==> src/include/popc_pkg.sv <==
// package: constants, types and register map of the pwm output pin control block
//------------------------------------------------------------------------------
// Notes on behaviour
// - exchange bit swaps high and low waveforms
// - exchange waits for cycle boundary when sync set and module enabled
// - exchange happens before dead-time insertion
// - protected write must be very next access
// - key register write-only, reads return zero
// - configuration setting disables write protection
// - priority: generator, exchange, manual, limit, fault, ownership
// - disabled module hands both pins to gpio
// - bits 15 and 14 give pin ownership
// - force enables bits 9, 8 replace generator output
// - force levels bits 7:6 drive overridden pins
// - overrides feed the dead-time unit control inputs
// - sync set: exchange and force changes load at time-base zero while enabled
// - fault levels beat limit levels beat manual
// - zero levels bypass dead time, ones pass it
//------------------------------------------------------------------------------
package popc_pkg;

  //----------------------------------------------------------------------------
  // register map, byte addresses
  //----------------------------------------------------------------------------
  localparam logic [7:0] ADDR_PIN_CTRL = 8'h00;
  localparam logic [7:0] ADDR_FAULT_CTRL = 8'h04;
  localparam logic [7:0] ADDR_UNLOCK_KEY = 8'h08;
  localparam logic [7:0] ADDR_STATUS = 8'h0c;
  localparam logic [7:0] ADDR_MODULE_CTRL = 8'h10;

  // unlock key words
  localparam logic [15:0] KEY_FIRST = 16'habcd;
  localparam logic [15:0] KEY_SECOND = 16'h4321;
  localparam logic [15:0] KEY_READ_VALUE = 16'h0000;

  // values after reset
  localparam logic [15:0] RESET_PIN_CTRL = 16'h0000;
  localparam logic [15:0] RESET_FAULT_CTRL = 16'h0000;
  localparam logic [1:0] RESET_MODULE_CTRL = 2'h0;

  // module control field positions
  localparam int MCTRL_ENABLE_BIT = 0;
  localparam int MCTRL_BYPASS_BIT = 1;

  //----------------------------------------------------------------------------
  // types
  //----------------------------------------------------------------------------
  typedef struct packed {
    logic high_pin_own;
    logic low_pin_own;
    logic high_polarity;
    logic low_polarity;
    logic [1:0] rsvd;
    logic high_force_en;
    logic low_force_en;
    logic [1:0] force_levels;
    logic [1:0] fault_levels;
    logic [1:0] limit_levels;
    logic swap;
    logic override_sync;
  } popc_pin_ctrl_t;

  typedef struct packed {
    logic high;
    logic low;
  } popc_pair_t;

  typedef enum logic [2:0] {
    UNLOCK_IDLE = 3'b001,
    UNLOCK_FIRST = 3'b010,
    UNLOCK_OPEN = 3'b100
  } popc_unlock_state_t;

endpackage

==> src/hdl/popc_unlock.sv <==
// unlock tracker for the protected registers
`timescale 1ns/1ns
module popc_unlock (
  // clock and reset
  input wire logic ref_clk_i,
  input wire logic reset_n_i,
  // completed register access
  input wire logic access_i,
  input wire logic key_write_i,
  input wire logic [15:0] key_data_i,
  input wire logic bypass_i,
  // result
  output logic write_ok_o,
  output logic unlocked_o
);
  popc_pkg::popc_unlock_state_t state;
  popc_pkg::popc_unlock_state_t next_state;

  always_comb begin
    next_state = state;
    if (access_i) begin
      case (state)
        popc_pkg::UNLOCK_IDLE: begin
          next_state = popc_pkg::UNLOCK_IDLE;
        end
        popc_pkg::UNLOCK_FIRST: begin
          next_state = (key_write_i && key_data_i == popc_pkg::KEY_SECOND) ?
                       popc_pkg::UNLOCK_OPEN : popc_pkg::UNLOCK_IDLE;
        end
        default: begin
          next_state = popc_pkg::UNLOCK_IDLE;
        end
      endcase
      // a fresh first word restarts the sequence from anywhere
      if (key_write_i && key_data_i == popc_pkg::KEY_FIRST) begin
        next_state = popc_pkg::UNLOCK_FIRST;
      end
    end
  end

  always_ff @(posedge ref_clk_i or negedge reset_n_i) begin
    if (!reset_n_i) begin
      state <= popc_pkg::UNLOCK_IDLE;
    end else begin
      state <= next_state;
    end
  end

  // open only for the access right after the key pair
  assign unlocked_o = (state == popc_pkg::UNLOCK_OPEN);
  assign write_ok_o = bypass_i || unlocked_o;

  a_open_single: assert property (@(posedge ref_clk_i) disable iff (!reset_n_i)
    (unlocked_o && access_i) |=> !unlocked_o)
    else $error("unlock stayed open after an access");

  a_key_pair: assert property (@(posedge ref_clk_i) disable iff (!reset_n_i)
    (access_i && state == popc_pkg::UNLOCK_FIRST && key_write_i &&
     key_data_i == popc_pkg::KEY_SECOND) |=> unlocked_o)
    else $error("key pair did not unlock");
endmodule

==> src/hdl/popc_top.sv <==
// pwm output pin control: exchange, overrides, ownership and key-protected registers
`timescale 1ns/1ns
module popc_top (
  // clock and reset
  input wire logic ref_clk_i,
  input wire logic reset_n_i,
  // wishbone slave
  input wire logic wb_cyc_i,
  input wire logic wb_stb_i,
  input wire logic wb_we_i,
  input wire logic [7:0] wb_adr_i,
  input wire logic [3:0] wb_sel_i,
  input wire logic [31:0] wb_dat_i,
  output logic [31:0] wb_dat_o,
  output logic wb_ack_o,
  // generator and protection inputs
  input wire logic gen_high_i,
  input wire logic gen_low_i,
  input wire logic fault_active_i,
  input wire logic limit_active_i,
  input wire logic tb_zero_i,
  // dead-time unit
  output logic dt_high_o,
  output logic dt_low_o,
  input wire logic dt_high_i,
  input wire logic dt_low_i,
  // gpio fallback levels
  input wire logic gpio_high_i,
  input wire logic gpio_low_i,
  // output pins
  output logic high_side_out_o,
  output logic low_side_out_o
);
  //----------------------------------------------------------------------------
  // registers
  //----------------------------------------------------------------------------
  popc_pkg::popc_pin_ctrl_t pin_ctrl;
  logic [15:0] fault_limit_control;
  logic [1:0] module_ctrl;
  logic ack;
  logic module_enable;
  logic bypass;
  logic write_ok;
  logic unlocked;

  // shadowed copies that drive the pins
  logic act_swap;
  logic act_high_force_en;
  logic act_low_force_en;
  logic [1:0] act_force_levels;

  popc_pkg::popc_pair_t swapped;
  popc_pkg::popc_pair_t next_dt;
  popc_pkg::popc_pair_t next_pin;

  // bus decode
  logic bus_req;
  logic bus_done;
  logic bus_wr;
  logic key_wr;
  logic key_word;

  assign module_enable = module_ctrl[popc_pkg::MCTRL_ENABLE_BIT];
  assign bypass = module_ctrl[popc_pkg::MCTRL_BYPASS_BIT];

  //----------------------------------------------------------------------------
  // functions
  //----------------------------------------------------------------------------
  // merge the low half-word under its byte lanes
  function automatic logic [15:0] lane_merge(input logic [15:0] old_v,
                                             input logic [31:0] new_v,
                                             input logic [3:0] sel);
    logic [15:0] res;
    res = old_v;
    if (sel[0]) begin
      res[7:0] = new_v[7:0];
    end
    if (sel[1]) begin
      res[15:8] = new_v[15:8];
    end
    return res;
  endfunction

  function automatic logic hit(input logic [7:0] adr, input logic [7:0] reg_adr);
    return adr == reg_adr;
  endfunction

  //----------------------------------------------------------------------------
  // wishbone handshake
  //----------------------------------------------------------------------------
  assign bus_req = wb_cyc_i && wb_stb_i;
  // the access counts at the edge where the master sees ack
  assign bus_done = bus_req && ack;
  assign bus_wr = bus_done && wb_we_i;
  // key words only count as full low half-word writes
  assign key_word = wb_sel_i[1:0] == 2'h3;
  assign key_wr = bus_wr && hit(wb_adr_i, popc_pkg::ADDR_UNLOCK_KEY) && key_word;
  assign wb_ack_o = ack;

  always_ff @(posedge ref_clk_i or negedge reset_n_i) begin
    if (!reset_n_i) begin
      ack <= 1'b0;
    end else begin
      ack <= bus_req && !ack;
    end
  end

  // read data is latched on the request edge so it stands with ack
  always_ff @(posedge ref_clk_i or negedge reset_n_i) begin
    if (!reset_n_i) begin
      wb_dat_o <= 32'h0000_0000;
    end else if (bus_req && !ack && !wb_we_i) begin
      case (wb_adr_i)
        popc_pkg::ADDR_PIN_CTRL: begin
          wb_dat_o <= {16'h0000, pin_ctrl};
        end
        popc_pkg::ADDR_FAULT_CTRL: begin
          wb_dat_o <= {16'h0000, fault_limit_control};
        end
        popc_pkg::ADDR_UNLOCK_KEY: begin
          wb_dat_o <= {16'h0000, popc_pkg::KEY_READ_VALUE};
        end
        popc_pkg::ADDR_STATUS: begin
          wb_dat_o <= {24'h000000, high_side_out_o, low_side_out_o, limit_active_i,
                       fault_active_i, act_high_force_en, act_low_force_en, act_swap,
                       unlocked};
        end
        popc_pkg::ADDR_MODULE_CTRL: begin
          wb_dat_o <= {30'h00000000, module_ctrl};
        end
        default: begin
          wb_dat_o <= 32'h0000_0000;
        end
      endcase
    end
  end

  //----------------------------------------------------------------------------
  // key protection
  //----------------------------------------------------------------------------
  // every completed access, reads and unmapped ones included, moves the tracker
  popc_unlock u_unlock (
    .ref_clk_i(ref_clk_i),
    .reset_n_i(reset_n_i),
    .access_i(bus_done),
    .key_write_i(key_wr),
    .key_data_i(wb_dat_i[15:0]),
    .bypass_i(bypass),
    .write_ok_o(write_ok),
    .unlocked_o(unlocked)
  );

  always_ff @(posedge ref_clk_i or negedge reset_n_i) begin
    if (!reset_n_i) begin
      pin_ctrl <= popc_pkg::RESET_PIN_CTRL;
    end else if (bus_wr && write_ok && hit(wb_adr_i, popc_pkg::ADDR_PIN_CTRL)) begin
      pin_ctrl <= lane_merge(pin_ctrl, wb_dat_i, wb_sel_i);
    end
  end

  always_ff @(posedge ref_clk_i or negedge reset_n_i) begin
    if (!reset_n_i) begin
      fault_limit_control <= popc_pkg::RESET_FAULT_CTRL;
    end else if (bus_wr && write_ok && hit(wb_adr_i, popc_pkg::ADDR_FAULT_CTRL)) begin
      fault_limit_control <= lane_merge(fault_limit_control, wb_dat_i, wb_sel_i);
    end
  end

  // not protected: this register holds the enable and the protection setting
  always_ff @(posedge ref_clk_i or negedge reset_n_i) begin
    if (!reset_n_i) begin
      module_ctrl <= popc_pkg::RESET_MODULE_CTRL;
    end else if (bus_wr && wb_sel_i[0] && hit(wb_adr_i, popc_pkg::ADDR_MODULE_CTRL)) begin
      module_ctrl <= wb_dat_i[1:0];
    end
  end

  //----------------------------------------------------------------------------
  // override synchronisation
  //----------------------------------------------------------------------------
  // with sync set a mid-cycle change would glitch the bridge, so wait for zero
  always_ff @(posedge ref_clk_i or negedge reset_n_i) begin
    if (!reset_n_i) begin
      act_swap <= 1'b0;
      act_high_force_en <= 1'b0;
      act_low_force_en <= 1'b0;
      act_force_levels <= 2'h0;
    end else if (!pin_ctrl.override_sync || tb_zero_i || !module_enable) begin
      act_swap <= pin_ctrl.swap;
      act_high_force_en <= pin_ctrl.high_force_en;
      act_low_force_en <= pin_ctrl.low_force_en;
      act_force_levels <= pin_ctrl.force_levels;
    end
  end

  //----------------------------------------------------------------------------
  // dead-time control inputs
  //----------------------------------------------------------------------------
  always_comb begin
    // exchange sits ahead of dead time so swapped edges still get it
    swapped.high = act_swap ? gen_low_i : gen_high_i;
    swapped.low = act_swap ? gen_high_i : gen_low_i;
    next_dt = swapped;
    // manual force, then limit, then fault: last one wins
    if (act_high_force_en) begin
      next_dt.high = act_force_levels[1];
    end
    if (act_low_force_en) begin
      next_dt.low = act_force_levels[0];
    end
    if (limit_active_i) begin
      next_dt = pin_ctrl.limit_levels;
    end
    if (fault_active_i) begin
      next_dt = pin_ctrl.fault_levels;
    end
  end

  always_ff @(posedge ref_clk_i or negedge reset_n_i) begin
    if (!reset_n_i) begin
      dt_high_o <= 1'b0;
      dt_low_o <= 1'b0;
    end else begin
      dt_high_o <= next_dt.high;
      dt_low_o <= next_dt.low;
    end
  end

  //----------------------------------------------------------------------------
  // pin stage
  //----------------------------------------------------------------------------
  always_comb begin
    next_pin.high = dt_high_i;
    next_pin.low = dt_low_i;
    // zero levels cut the output at once instead of waiting out dead time
    if ((fault_active_i && !pin_ctrl.fault_levels[1]) ||
        (!fault_active_i && limit_active_i && !pin_ctrl.limit_levels[1])) begin
      next_pin.high = 1'b0;
    end
    if ((fault_active_i && !pin_ctrl.fault_levels[0]) ||
        (!fault_active_i && limit_active_i && !pin_ctrl.limit_levels[0])) begin
      next_pin.low = 1'b0;
    end
    next_pin.high = next_pin.high ^ pin_ctrl.high_polarity;
    next_pin.low = next_pin.low ^ pin_ctrl.low_polarity;
    // ownership is the top of the priority chain
    if (!module_enable || !pin_ctrl.high_pin_own) begin
      next_pin.high = gpio_high_i;
    end
    if (!module_enable || !pin_ctrl.low_pin_own) begin
      next_pin.low = gpio_low_i;
    end
  end

  always_ff @(posedge ref_clk_i or negedge reset_n_i) begin
    if (!reset_n_i) begin
      high_side_out_o <= 1'b0;
      low_side_out_o <= 1'b0;
    end else begin
      high_side_out_o <= next_pin.high;
      low_side_out_o <= next_pin.low;
    end
  end

  //----------------------------------------------------------------------------
  // assertions
  //----------------------------------------------------------------------------
  a_swap_route: assert property (@(posedge ref_clk_i) disable iff (!reset_n_i)
    (act_swap && !act_high_force_en && !fault_active_i && !limit_active_i)
    |=> dt_high_o == $past(gen_low_i))
    else $error("exchange did not route low waveform to high side");

  a_sync_hold: assert property (@(posedge ref_clk_i) disable iff (!reset_n_i)
    (pin_ctrl.override_sync && module_enable && !tb_zero_i) |=> $stable(act_swap))
    else $error("exchange changed away from time-base zero");

  a_zero_load: assert property (@(posedge ref_clk_i) disable iff (!reset_n_i)
    (pin_ctrl.override_sync && tb_zero_i) |=> act_swap == $past(pin_ctrl.swap))
    else $error("exchange not loaded at time-base zero");

  a_key_reads_zero: assert property (@(posedge ref_clk_i) disable iff (!reset_n_i)
    (ack && !wb_we_i && wb_adr_i == popc_pkg::ADDR_UNLOCK_KEY) |-> wb_dat_o == 32'h0000_0000)
    else $error("key register read returned data");

  a_locked_write: assert property (@(posedge ref_clk_i) disable iff (!reset_n_i)
    (bus_wr && !write_ok && wb_adr_i == popc_pkg::ADDR_PIN_CTRL) |=> $stable(pin_ctrl))
    else $error("protected register written while locked");

  a_fault_first: assert property (@(posedge ref_clk_i) disable iff (!reset_n_i)
    fault_active_i |=> {dt_high_o, dt_low_o} == $past(pin_ctrl.fault_levels))
    else $error("fault levels not on dead-time inputs");

  a_zero_bypass: assert property (@(posedge ref_clk_i) disable iff (!reset_n_i)
    (fault_active_i && !pin_ctrl.fault_levels[0] && module_enable &&
     pin_ctrl.low_pin_own && !pin_ctrl.low_polarity) |=> !low_side_out_o)
    else $error("fault zero level did not cut low side at once");

  a_gpio_owner: assert property (@(posedge ref_clk_i) disable iff (!reset_n_i)
    !module_enable |=> (high_side_out_o == $past(gpio_high_i)) &&
                       (low_side_out_o == $past(gpio_low_i)))
    else $error("disabled module did not pass gpio levels");

  a_manual_force: assert property (@(posedge ref_clk_i) disable iff (!reset_n_i)
    (act_low_force_en && !fault_active_i && !limit_active_i)
    |=> dt_low_o == $past(act_force_levels[0]))
    else $error("manual force level not applied to low side");

  a_ack_single: assert property (@(posedge ref_clk_i) disable iff (!reset_n_i)
    ack |=> !ack)
    else $error("ack held for more than one cycle");
endmodule

==> config.mk <==
export PLATFORM = sky130hd
export DESIGN_NAME = popc_top
export DESIGN_NICKNAME = d
export VERILOG_FILES = /design/src/include/popc_pkg.sv /design/src/hdl/popc_unlock.sv /design/src/hdl/popc_top.sv
export SDC_FILE = /design/constraint.sdc
export NUM_CORES = 1
export LEC_CHECK = 0
export ABC_AREA = 1
export BUFFER_PORTS_ARGS = -buffer_cell sky130_fd_sc_hd__clkbuf_2
export CORE_MARGIN = 4
export CORE_UTILIZATION = 45
export CTS_CLUSTER_DIAMETER = 150
export CTS_CLUSTER_SIZE = 20
export DETAILED_ROUTE_END_ITERATION = 10
export PLACE_DENSITY_LB_ADDON = 0.1
export SYNTH_ARGS = -nofsm -noshare
export SYNTH_HDL_FRONTEND = slang
export SYNTH_HIERARCHICAL = 1
export SYNTH_SLANG_ARGS = --single-unit
==> constraint.sdc <==
create_clock -name ref_clk_i -period 1.8 [get_ports ref_clk_i]
set_input_delay 0.18 -clock ref_clk_i [delete_from_list [all_inputs] [get_ports ref_clk_i]]
set_output_delay 0.18 -clock ref_clk_i [all_outputs]
set_load 0.03 [all_outputs]
# ---- Word-level counts from Yosys, hierarchy flattened
# Cells that the tools add are included.
dict set report totals {
  out_inout_bits 37
  register_bits 79
  wordCells 93
}
dict set report classes {
  n_eq_ne 9
  mux 14
  bitwise 2
  reduce_logical 42
}
# operator count
set ops {}
lappend ops {{16-bit case mux with 4 select lines} 1}
lappend ops {{1-bit logical AND} 19}
lappend ops {{16-bit by 15-bit == test with 1-bit output (second input constant)} 1}
lappend ops {{16-bit == test (second input constant)} 1}
lappend ops {{8-bit by 4-bit == test with 1-bit output (second input constant)} 2}
lappend ops {{1-bit logical NOT} 11}
lappend ops {{3-bit 2-to-1 mux} 3}
lappend ops {{8-bit by 3-bit == test with 1-bit output (second input constant)} 1}
lappend ops {{8-bit by 5-bit == test with 1-bit output (second input constant)} 1}
lappend ops {{8-bit logical NOT} 1}
lappend ops {{1-bit 2-to-1 mux} 8}
lappend ops {{2-bit AND reduction} 4}
lappend ops {{1-bit logical OR} 7}
lappend ops {{2-bit 2-to-1 mux} 2}
lappend ops {{3-bit by 2-bit == test with 1-bit output (second input constant)} 1}
lappend ops {{3-bit == test (second input constant)} 1}
lappend ops {{2-bit == test (second input constant)} 1}
lappend ops {{1-bit XOR} 2}

# ---- Logic depth before layout (Yosys ltp)
# Gate-level depths: netlist of run 1.
dict set report logic_depth {
  depth_word 9
  ltp_mapped 10
  ltp_nobuf 10
}

# ---- Hierarchy
# The synthesis of run 1 kept the hierarchy.
# mod instances cells_each area_per_inst_um2
set by_module_without_submodules {}
lappend by_module_without_submodules {popc_top 1 367 3138.0}
lappend by_module_without_submodules {popc_unlock 1 66 345.3}

# ---- Worst setup path after synthesis of run 1
# OpenSTA, ideal clock, no wires.
dict set report synth_path {
  path_kind {register to register}
  startpoint {register ack (netlist: wb_ack_o)}
  endpoint {register u_unlock.state[2]}
  path_stages_with_launch 8
  setup_time_ps 118
  slack_ps -72
  synth_period_minus_slack_ps 1872
  path_buffers 0
  arrival_ps 1755
  cell_sequence {dfrtp_1 nand4_2 nor4_1 nand2_1 nor3_2 nand3_2 nand3_1 nand2_1}
}
dict set report synth_via {
  elab_chain_cells 8
}
# item line_no
set synth_rtl {}
lappend synth_rtl {{start, declared} popc_top.sv:40} ;# logic ack;
lappend synth_rtl {{start signal, assigned} popc_top.sv:104} ;# ack <= bus_req && !ack;
lappend synth_rtl {{1-bit logical AND *} popc_top.sv:93} ;# assign bus_done = bus_req && ack;
lappend synth_rtl {{1-bit logical AND *} popc_top.sv:94} ;# assign bus_wr = bus_done && wb_we_i;
lappend synth_rtl {{1-bit logical AND * (2 in series)} popc_top.sv:97} ;# assign key_wr = bus_wr && hit(wb_adr_i, popc_pkg::ADDR_UNLOCK_KEY) && key_word;
lappend synth_rtl {{named net key_wr} popc_top.sv:60} ;# logic key_wr;
lappend synth_rtl {{1-bit logical AND} popc_unlock.sv:27} ;# next_state = (key_write_i && key_data_i == popc_pkg::KEY_SECOND) ?
lappend synth_rtl {{3-bit 2-to-1 mux} popc_unlock.sv:27}
lappend synth_rtl {{3-bit 2-to-1 mux} popc_unlock.sv:22} ;# case (state)
lappend synth_rtl {{3-bit 2-to-1 mux *} popc_unlock.sv:35} ;# if (key_write_i && key_data_i == popc_pkg::KEY_FIRST) begin
lappend synth_rtl {{end signal, assigned} popc_unlock.sv:43} ;# state <= popc_pkg::UNLOCK_IDLE;
lappend synth_rtl {{end signal, assigned} popc_unlock.sv:45} ;# state <= next_state;
lappend synth_rtl {{end, declared} popc_unlock.sv:16} ;# popc_pkg::popc_unlock_state_t state;
# The timed path passes the listed nets; every way through them passes the cells marked *.
# A chain may end at the register's enable or synchronous reset.

# ---- Worst setup path in the final report of run 1
# Same ends and word-level chain as after synthesis.

==> results of run 1 <==
## layout by cell type (no fill, tap or decap), types with 2 or more instances in the layout
master / netlist / routed
conb_1: 1 / 16
o21ai_2: 32 / 32
buf_12: 0 / 3
clkinvlp_4: 0 / 3
nand3_4: 4 / 7
bufinv_16: 0 / 2
inv_2: 2 / 2
nand2_1: 149 / 149
nand3_1: 28 / 28
nor2_1: 29 / 29
or2_2: 2 / 2
nor3_2: 1 / 2
nor3_1: 3 / 2
inv_1: 51 / 51
mux2_2: 2 / 2
clkbuf_2: 0 / 60
a21oi_1: 6 / 6
nand2_2: 8 / 8
clkbuf_8: 0 / 10
nand3b_1: 2 / 2
a21boi_0: 2 / 2
buf_4: 18 / 8
dfrtp_1: 62 / 61
nand4_1: 2 / 2
o21ai_0: 12 / 12
## layer usage
| layer | GRT usage | share of wire | vias to the layer above |
|---|---|---|---|
| met1 | 0.272 | 0.47 | 1384 |
| met3 | 0.0266 | 0.050 | 11 |
| li1 | - | - | 1489 |
| met5 | 0 | 0 | - |
| met2 | 0.292 | 0.47 | 87 |
| met4 | 0.0675 | 0.013 | 0 |
## power breakdown
group / leakage [uW] / total [uW] / internal, uW / switching [uW]
clock network: 0.000105 / 1410 / 822 / 583
logic: 0.00127 / 297 / 85.1 / 212
registers: 0.000865 / 1450 / 1440 / 16.7
total: 0.00224 / 3150 / 2340 / 812
## cell usage after synthesis (2+ instances only)
cell,instances
or2_2,2
inv_2,2
nand3b_1,2
nand3_1,28
a21oi_1,6
a21boi_0,2
dfrtp_1,62
buf_6,4
nor3_1,3
mux2_2,2
nand3_4,4
nand2_1,149
nand2_2,8
nor2_1,29
buf_2,3
o21ai_0,12
inv_1,51
o21ai_2,32
nand4_1,2
buf_4,18
## worst max-delay path: stages, from the launching register on
cell and delay, ns:
dfrtp_2 0.42, nand4_2 0.12, nor4_2 0.27, buf_4 0.17, nand2_1 0.05, nor3_2 0.21, nand3_2 0.12, nand3_1 0.10
nand2_1 0.06
## logic make-up after synthesis
logic type,count (synthesis)
AND/OR/NAND/NOR,235
buffers and inverters,78
flip-flops,63
AO/OA/AOI/OAI,53
multiplexers,2
XOR/XNOR,1
other,1
## stage by stage
stage / instance area [sq um] / hold slack [ns] / std cells / util
2_1_floorplan: 3540 / -0.116 / 448 / -
3_3_place_gp: 3870 / 0.220 / 592 / 0.525
3_5_place_dp: 3870 / 0.209 / 592 / 0.525
4_1_cts: 4110 / 0.0563 / 609 / 0.558
5_1_grt: 4190 / 0.0834 / 613 / 0.569
6_report: 4190 / 0.0676 / 613 / 0.569
## state kept, by name, summed over array words and instances (netlist names)
signal and count:
fault_limit_control 16, pin_ctrl 16, wb_dat_o 16, u_unlock/state 3, act_force_levels 2, module_ctrl 2, act_high_force_en 1, act_low_force_en 1
act_swap 1, dt_high_o 1, dt_low_o 1, high_side_out_o 1, low_side_out_o 1, wb_ack_o 1
## cell type report
| class | instances | area [sq um] | area share |
|---|---|---|---|
| Tap cell | 99 | 124 | 0.0295 |
| Clock buffer | 10 | 138 | 0.0328 |
| Multi-Input combinational cell | 310 | 1630 | 0.389 |
| Sequential cell | 63 | 1580 | 0.377 |
| Timing Repair Buffer | 72 | 430 | 0.103 |
| Clock inverter | 6 | 91.3 | 0.0218 |
| Inverter | 53 | 199 | 0.0474 |
## worst max-delay path by stage
stage / start / to / slack (ns) / cells past startpoint
2_1_floorplan: wb_ack_o$_DFF_PN0_ / u_unlock/state[2]$_DFFE_PN0P_ / 0.07 / 7
3_3_place_gp: wb_adr_i[4] / u_unlock/state[2]$_DFFE_PN0P_ / 0.10 / 10
3_5_place_dp: u_unlock/state[1]$_DFFE_PN0P_ / pin_ctrl[11]$_DFFE_PN0P_ / 0.12 / 7
4_1_cts: u_unlock/state[1]$_DFFE_PN0P_ / pin_ctrl[12]$_DFFE_PN0P_ / 0.1 / 7
5_1_grt: wb_ack_o$_DFF_PN0_ / u_unlock/state[2]$_DFFE_PN0P_ / 0.02 / 8
6_report: wb_ack_o$_DFF_PN0_ / u_unlock/state[2]$_DFFE_PN0P_ / 0.17 / 8
## timing repair
action,CTS,global route
gates resized for setup,0,5
hold endpoints to repair,19,0
hold buffers,1,0
endpoints found under the setup margin,0,35
buffers inserted,0,1
==> qor.csv, run 1 <==
metric,value,unit
status,"complete, no violations",
synth_compound_area_frac,0.113,
cts-buffers-inserted,9,
clock_path_buffers,2,
critPathRequiredTime,2.03,ns
yosys-top-cells-area,"dfrtp_1 45%, nand2_1 16%, o21ai_2 8.0%, inv_1 5.5%, nand3_1 4.0%",
final_nets,567,
worst_pin_slew,0.590,ns
path_class,flip-flop to flip-flop,
startpoint_type,flip-flop,
yosys.area_share.simple,0.311,
ff2ff_path_depth,8,
vias,2971,
irDropWorstVdd,376,uV
grt_pass1_wl,13300,microns
grt_max_degree,24,
slew_headroom,0.607,
io_buffers,60,
yosysWarnings,6,
hold_end,high_side_out_o$_DFF_PN0_,
gp_congestion,0.878,
finalPower,3150,uW
postRouteAntennaNets,0,
viasPerCell,4.85,
synth.area.mux_share,0.00647,
diodes,0,
max_freq,0.614,GHz
synth_edf_count,0,
antenna_found_initial,0,
period_minus_slack,1.63,ns
synth_ff_type,dfrtp_1,
grt_setup_unrepaired,no,
hp-class,input port to flip-flop,
postSynthCellCount,433,
synth_fa_ha_area_frac,0,
drt_pass1_iterations,4,
layout_setup_ws,0.173,ns
clockRootBuffer,clkbuf_8,
clk-insertion-delay-late,0.34,ns
drcViolationCount,0,
num-fill-cells,696,
grt_pass1_vias,2708,
cp_max_fo,5,
core_area,7370,sq um
cts_tree,built,
die_h,96.0,microns
ys_types,32,
cap_viol_max_count,0,
synth_top_cell_by_area,dfrtp_1,
synth-seq-cells,63,
async_flop_share,1.00,
synth_xor_area_frac,0.00251,
finalCritPeriodShare,0.904,
dp_hpwl,6030,microns
synth_area_per_cell,8.04,sq um
fin_skew,0.0142,ns
hold_viol_final,0,
dieArea,9210,sq um
syn2layout_area_growth,20.4,%
syn-cell-area,3480,sq um
r2r-end,u_unlock/state[2]$_DFFE_PN0P_,
setup_violations,0,
worst-r2r-setup-slack,0.17,ns
ys_seq_area_frac,0.453,
drive_gt1_frac,0.296,
synth_top_area_frac,0.445,
htree_levels,3,
drt_iter0_markers,155,
grt-ovfl-total,0,
r2r-start,wb_ack_o$_DFF_PN0_,
post-place-ws,0.117,ns
grt_usage,0.190,
ios,95,
drt-total-wl,8330,microns
synth_top_family_by_area,simple AND/OR/NAND/NOR gates,
clock-sinks,63,
chipWidth,96.0,microns
post_drt_wl_per_cell,13.6,microns
hp-start,gpio_high_i,
slew_violations,0,
start_util,0.473,
finalSetupTns,0,ns
holdPathStages,3,
num_rows,31,
crit_arrival,1.85,ns
end_kind,flip-flop,
clk_pin_slew_worst_paths,0.07,ns
p_per_area,752,nW/um^2
leakage,0.00224,uW
No activity file was read; power rests on OpenSTA's default activity.
==> run 2: changes to the inputs <==
Clock period 1.8 ns to 1.4 ns, I/O delays scaled along.
==> qor.csv, run 2 (same netlist as run 1, synthesis figures left out) <==
metric,value,unit,change
met1_usage,0.263,,-0.00913
diodes,0,,unchanged
p_per_area,862,nW/um^2,+15%
finalCritPeriodShare,1.06,,+0.152
startpoint_type,flip-flop,,
top_usage_layer,met2,,
clockRootBuffer,clkbuf_8,,
clock_path_buffers,2,,unchanged
dp.cells,602,,+1.7%
slew_violations,0,,unchanged
drt_pass1_iterations,4,,unchanged
stdcell_count,627,,+2.3%
hold_viol_final,0,,unchanged
io_buffers,60,,unchanged
cts-buffers-inserted,9,,unchanged
ios,95,,unchanged
crit_arrival,1.70,ns,-0.15 ns
irDropWorstVdd,411,uV,+9.4%
final_nets,581,,+2.5%
postRouteAntennaNets,0,,unchanged
finalSetupTns,-1.65,ns,-1.65 ns
final_common_cell,nand2_1,,
layout_common_cells,"125 x nand2_1, 61 x dfrtp_1, 60 x clkbuf_2",,
fin_area,4450,sq um,+6.1%
num-fill-cells,729,,+4.7%
layout_setup_ws,-0.0779,ns,-0.250 ns
viasPerCell,4.81,,-0.72%
period_minus_slack,1.48,ns,-0.150 ns
setup_violations,33,,+33
grt_max_degree,27,,+13%
grt_pass1_wl,14200,microns,+7.3%
path_cells,nor3_2 > or2_4 > inv_4 > nor2_8 > buf_12 > nand3_4 > buf_12 > nand2_2 > o21ai_2,,
grt_setup_unrepaired,yes,,
core_area,7370,sq um,unchanged
die_h,96.0,microns,unchanged
gp_congestion,0.859,,-2.1%
drcViolationCount,0,,unchanged
clock-sinks,63,,unchanged
critPathSlowestCell,dfrtp_1,,
holdPathStages,3,,unchanged
slowest_delay,0.39,ns,-0.03 ns
cts_tree,built,,
grt_util_met3,0.0469,,+0.0203
finalPower,3830,uW,+21%
path_common_cell,buf_12,,
critPathRequiredTime,1.62,ns,-0.41 ns
max_freq,0.677,GHz,+10%
clk-insertion-delay-late,0.34,ns,about the same
timing.hold.ws,0.0506,ns,-0.0170 ns
end_kind,flip-flop,,
fin_skew,0.00771,ns,-0.00648 ns
syn2layout_area_growth,27.7,%,
drive_gt1_frac,0.362,,+0.0660
num_rows,31,,unchanged
antenna_found_initial,0,,unchanged
htree_levels,3,,unchanged
hp-start,gpio_high_i,,
vias,3017,,+1.5%
grt_usage,0.203,,+0.0131
path_class,flip-flop to flip-flop,,
cp_max_fo,16,,+11
cpLargestDelayFamily,simple AND/OR/NAND/NOR gates,,
drt_iter0_markers,163,,+5.2%
dp_hpwl,6140,microns,+1.7%
grt_util_met2,0.334,,+0.0414
r2r-end,fault_limit_control[1]$_DFFE_PN0P_,,
dieArea,9210,sq um,unchanged
drt-total-wl,8380,microns,+0.58%
grt_pass1_vias,2969,,+9.6%
clk_pin_slew_worst_paths,0.07,ns,about the same
chipWidth,96.0,microns,unchanged
hold_end,high_side_out_o$_DFF_PN0_,,
r2r-start,u_unlock/state[1]$_DFFE_PN0P_,,
dpl_cell_area,3980,sq um,+2.7%
start_util,0.473,,unchanged
leakage,0.00235,uW,+5.1%
failed_checks,setup timing,,
status,"complete, but fails checks",,
hp-class,input port to flip-flop,,
worst-r2r-setup-slack,-0.08,ns,-0.25 ns
ff2ff_path_depth,9,,+1
cap_viol_max_count,0,,unchanged
reg.largest.list,"fault_limit_control (16), pin_ctrl (16), wb_dat_o (16)",,
worst-path-buf-inv,3,,+2
post_drt_wl_per_cell,13.4,microns,-1.7%
grt-ovfl-total,0,,unchanged
==> run 2: changes by cell type in the layout (fill, tap and decap cells not counted), moves of 3 or more <==
| cell | before | now |
|---|---|---|
| buf_4 | 8 | 18 |
| buf_12 | 3 | 6 |
| nand2_2 | 8 | 24 |
| nand2_1 | 149 | 125 |
| nand2_4 | 0 | 8 |
| clkbuf_1 | 0 | 3 |
==> run 2: power breakdown <==
| group | total [uW] | internal (uW) | switching, uW |
|---|---|---|---|
| Combinational | 425 | 137 | 287 |
| Sequential | 1860 | 1850 | 15.0 |
| Clock | 1550 | 871 | 676 |
==> run 2: metrics by stage <==
step                      utilization  setup slack [ns]
after floorplan                     -           -0.0248
after global placement          0.540           -0.0842
after detailed placement        0.540            -0.106
after CTS                       0.600           -0.0794
after global routing            0.603            -0.161
final                           0.603           -0.0779
==> run 2: layout make-up <==
class,count,area (sq um),share of cell area
clock inverter,3,42.5,0.00957
multi-input combinational,309,1740,0.392
tap,99,124,0.0279
inverter,53,204,0.0459
clock buffer,13,149,0.0335
timing repair buffer,87,604,0.136
sequential,63,1580,0.355
==> run 2: layer usage <==
metal / share of wire / wire, microns
met2: 0.48 / 3990
met5: 0 / 0
met4: 0.021 / 177
met3: 0.051 / 426
met1: 0.45 / 3780
==> run 2: worst max path at each step <==
stage          cells past startpoint                          start                            endpoint  slack (ns)
2_1_floorplan                      7             wb_ack_o$_DFF_PN0_       u_unlock/state[2]$_DFFE_PN0P_       -0.02
3_3_place_gp                       7  u_unlock/state[1]$_DFFE_PN0P_            pin_ctrl[14]$_DFFE_PN0P_       -0.08
3_5_place_dp                       7  u_unlock/state[1]$_DFFE_PN0P_            pin_ctrl[14]$_DFFE_PN0P_       -0.11
4_1_cts                            8  u_unlock/state[1]$_DFFE_PN0P_            pin_ctrl[14]$_DFFE_PN0P_       -0.08
5_1_grt                            9  u_unlock/state[1]$_DFFE_PN0P_  fault_limit_control[5]$_DFFE_PN0P_       -0.16
6_report                           9  u_unlock/state[1]$_DFFE_PN0P_  fault_limit_control[1]$_DFFE_PN0P_       -0.08
==> run 2: what timing repair did <==
item	in CTS	in global routing
hold buffers	1	0
pin swaps	4	3
gates cloned	3	0
buffers inserted	5	0
setup endpoints to repair	35	51
gates resized for setup	31	10
hold endpoints to repair	13	0
==> run 2: worst min-delay path: stages <==
cell and delay (ns):
clkbuf_2 0.09, nand2_1 0.05, o21ai_0 0.06
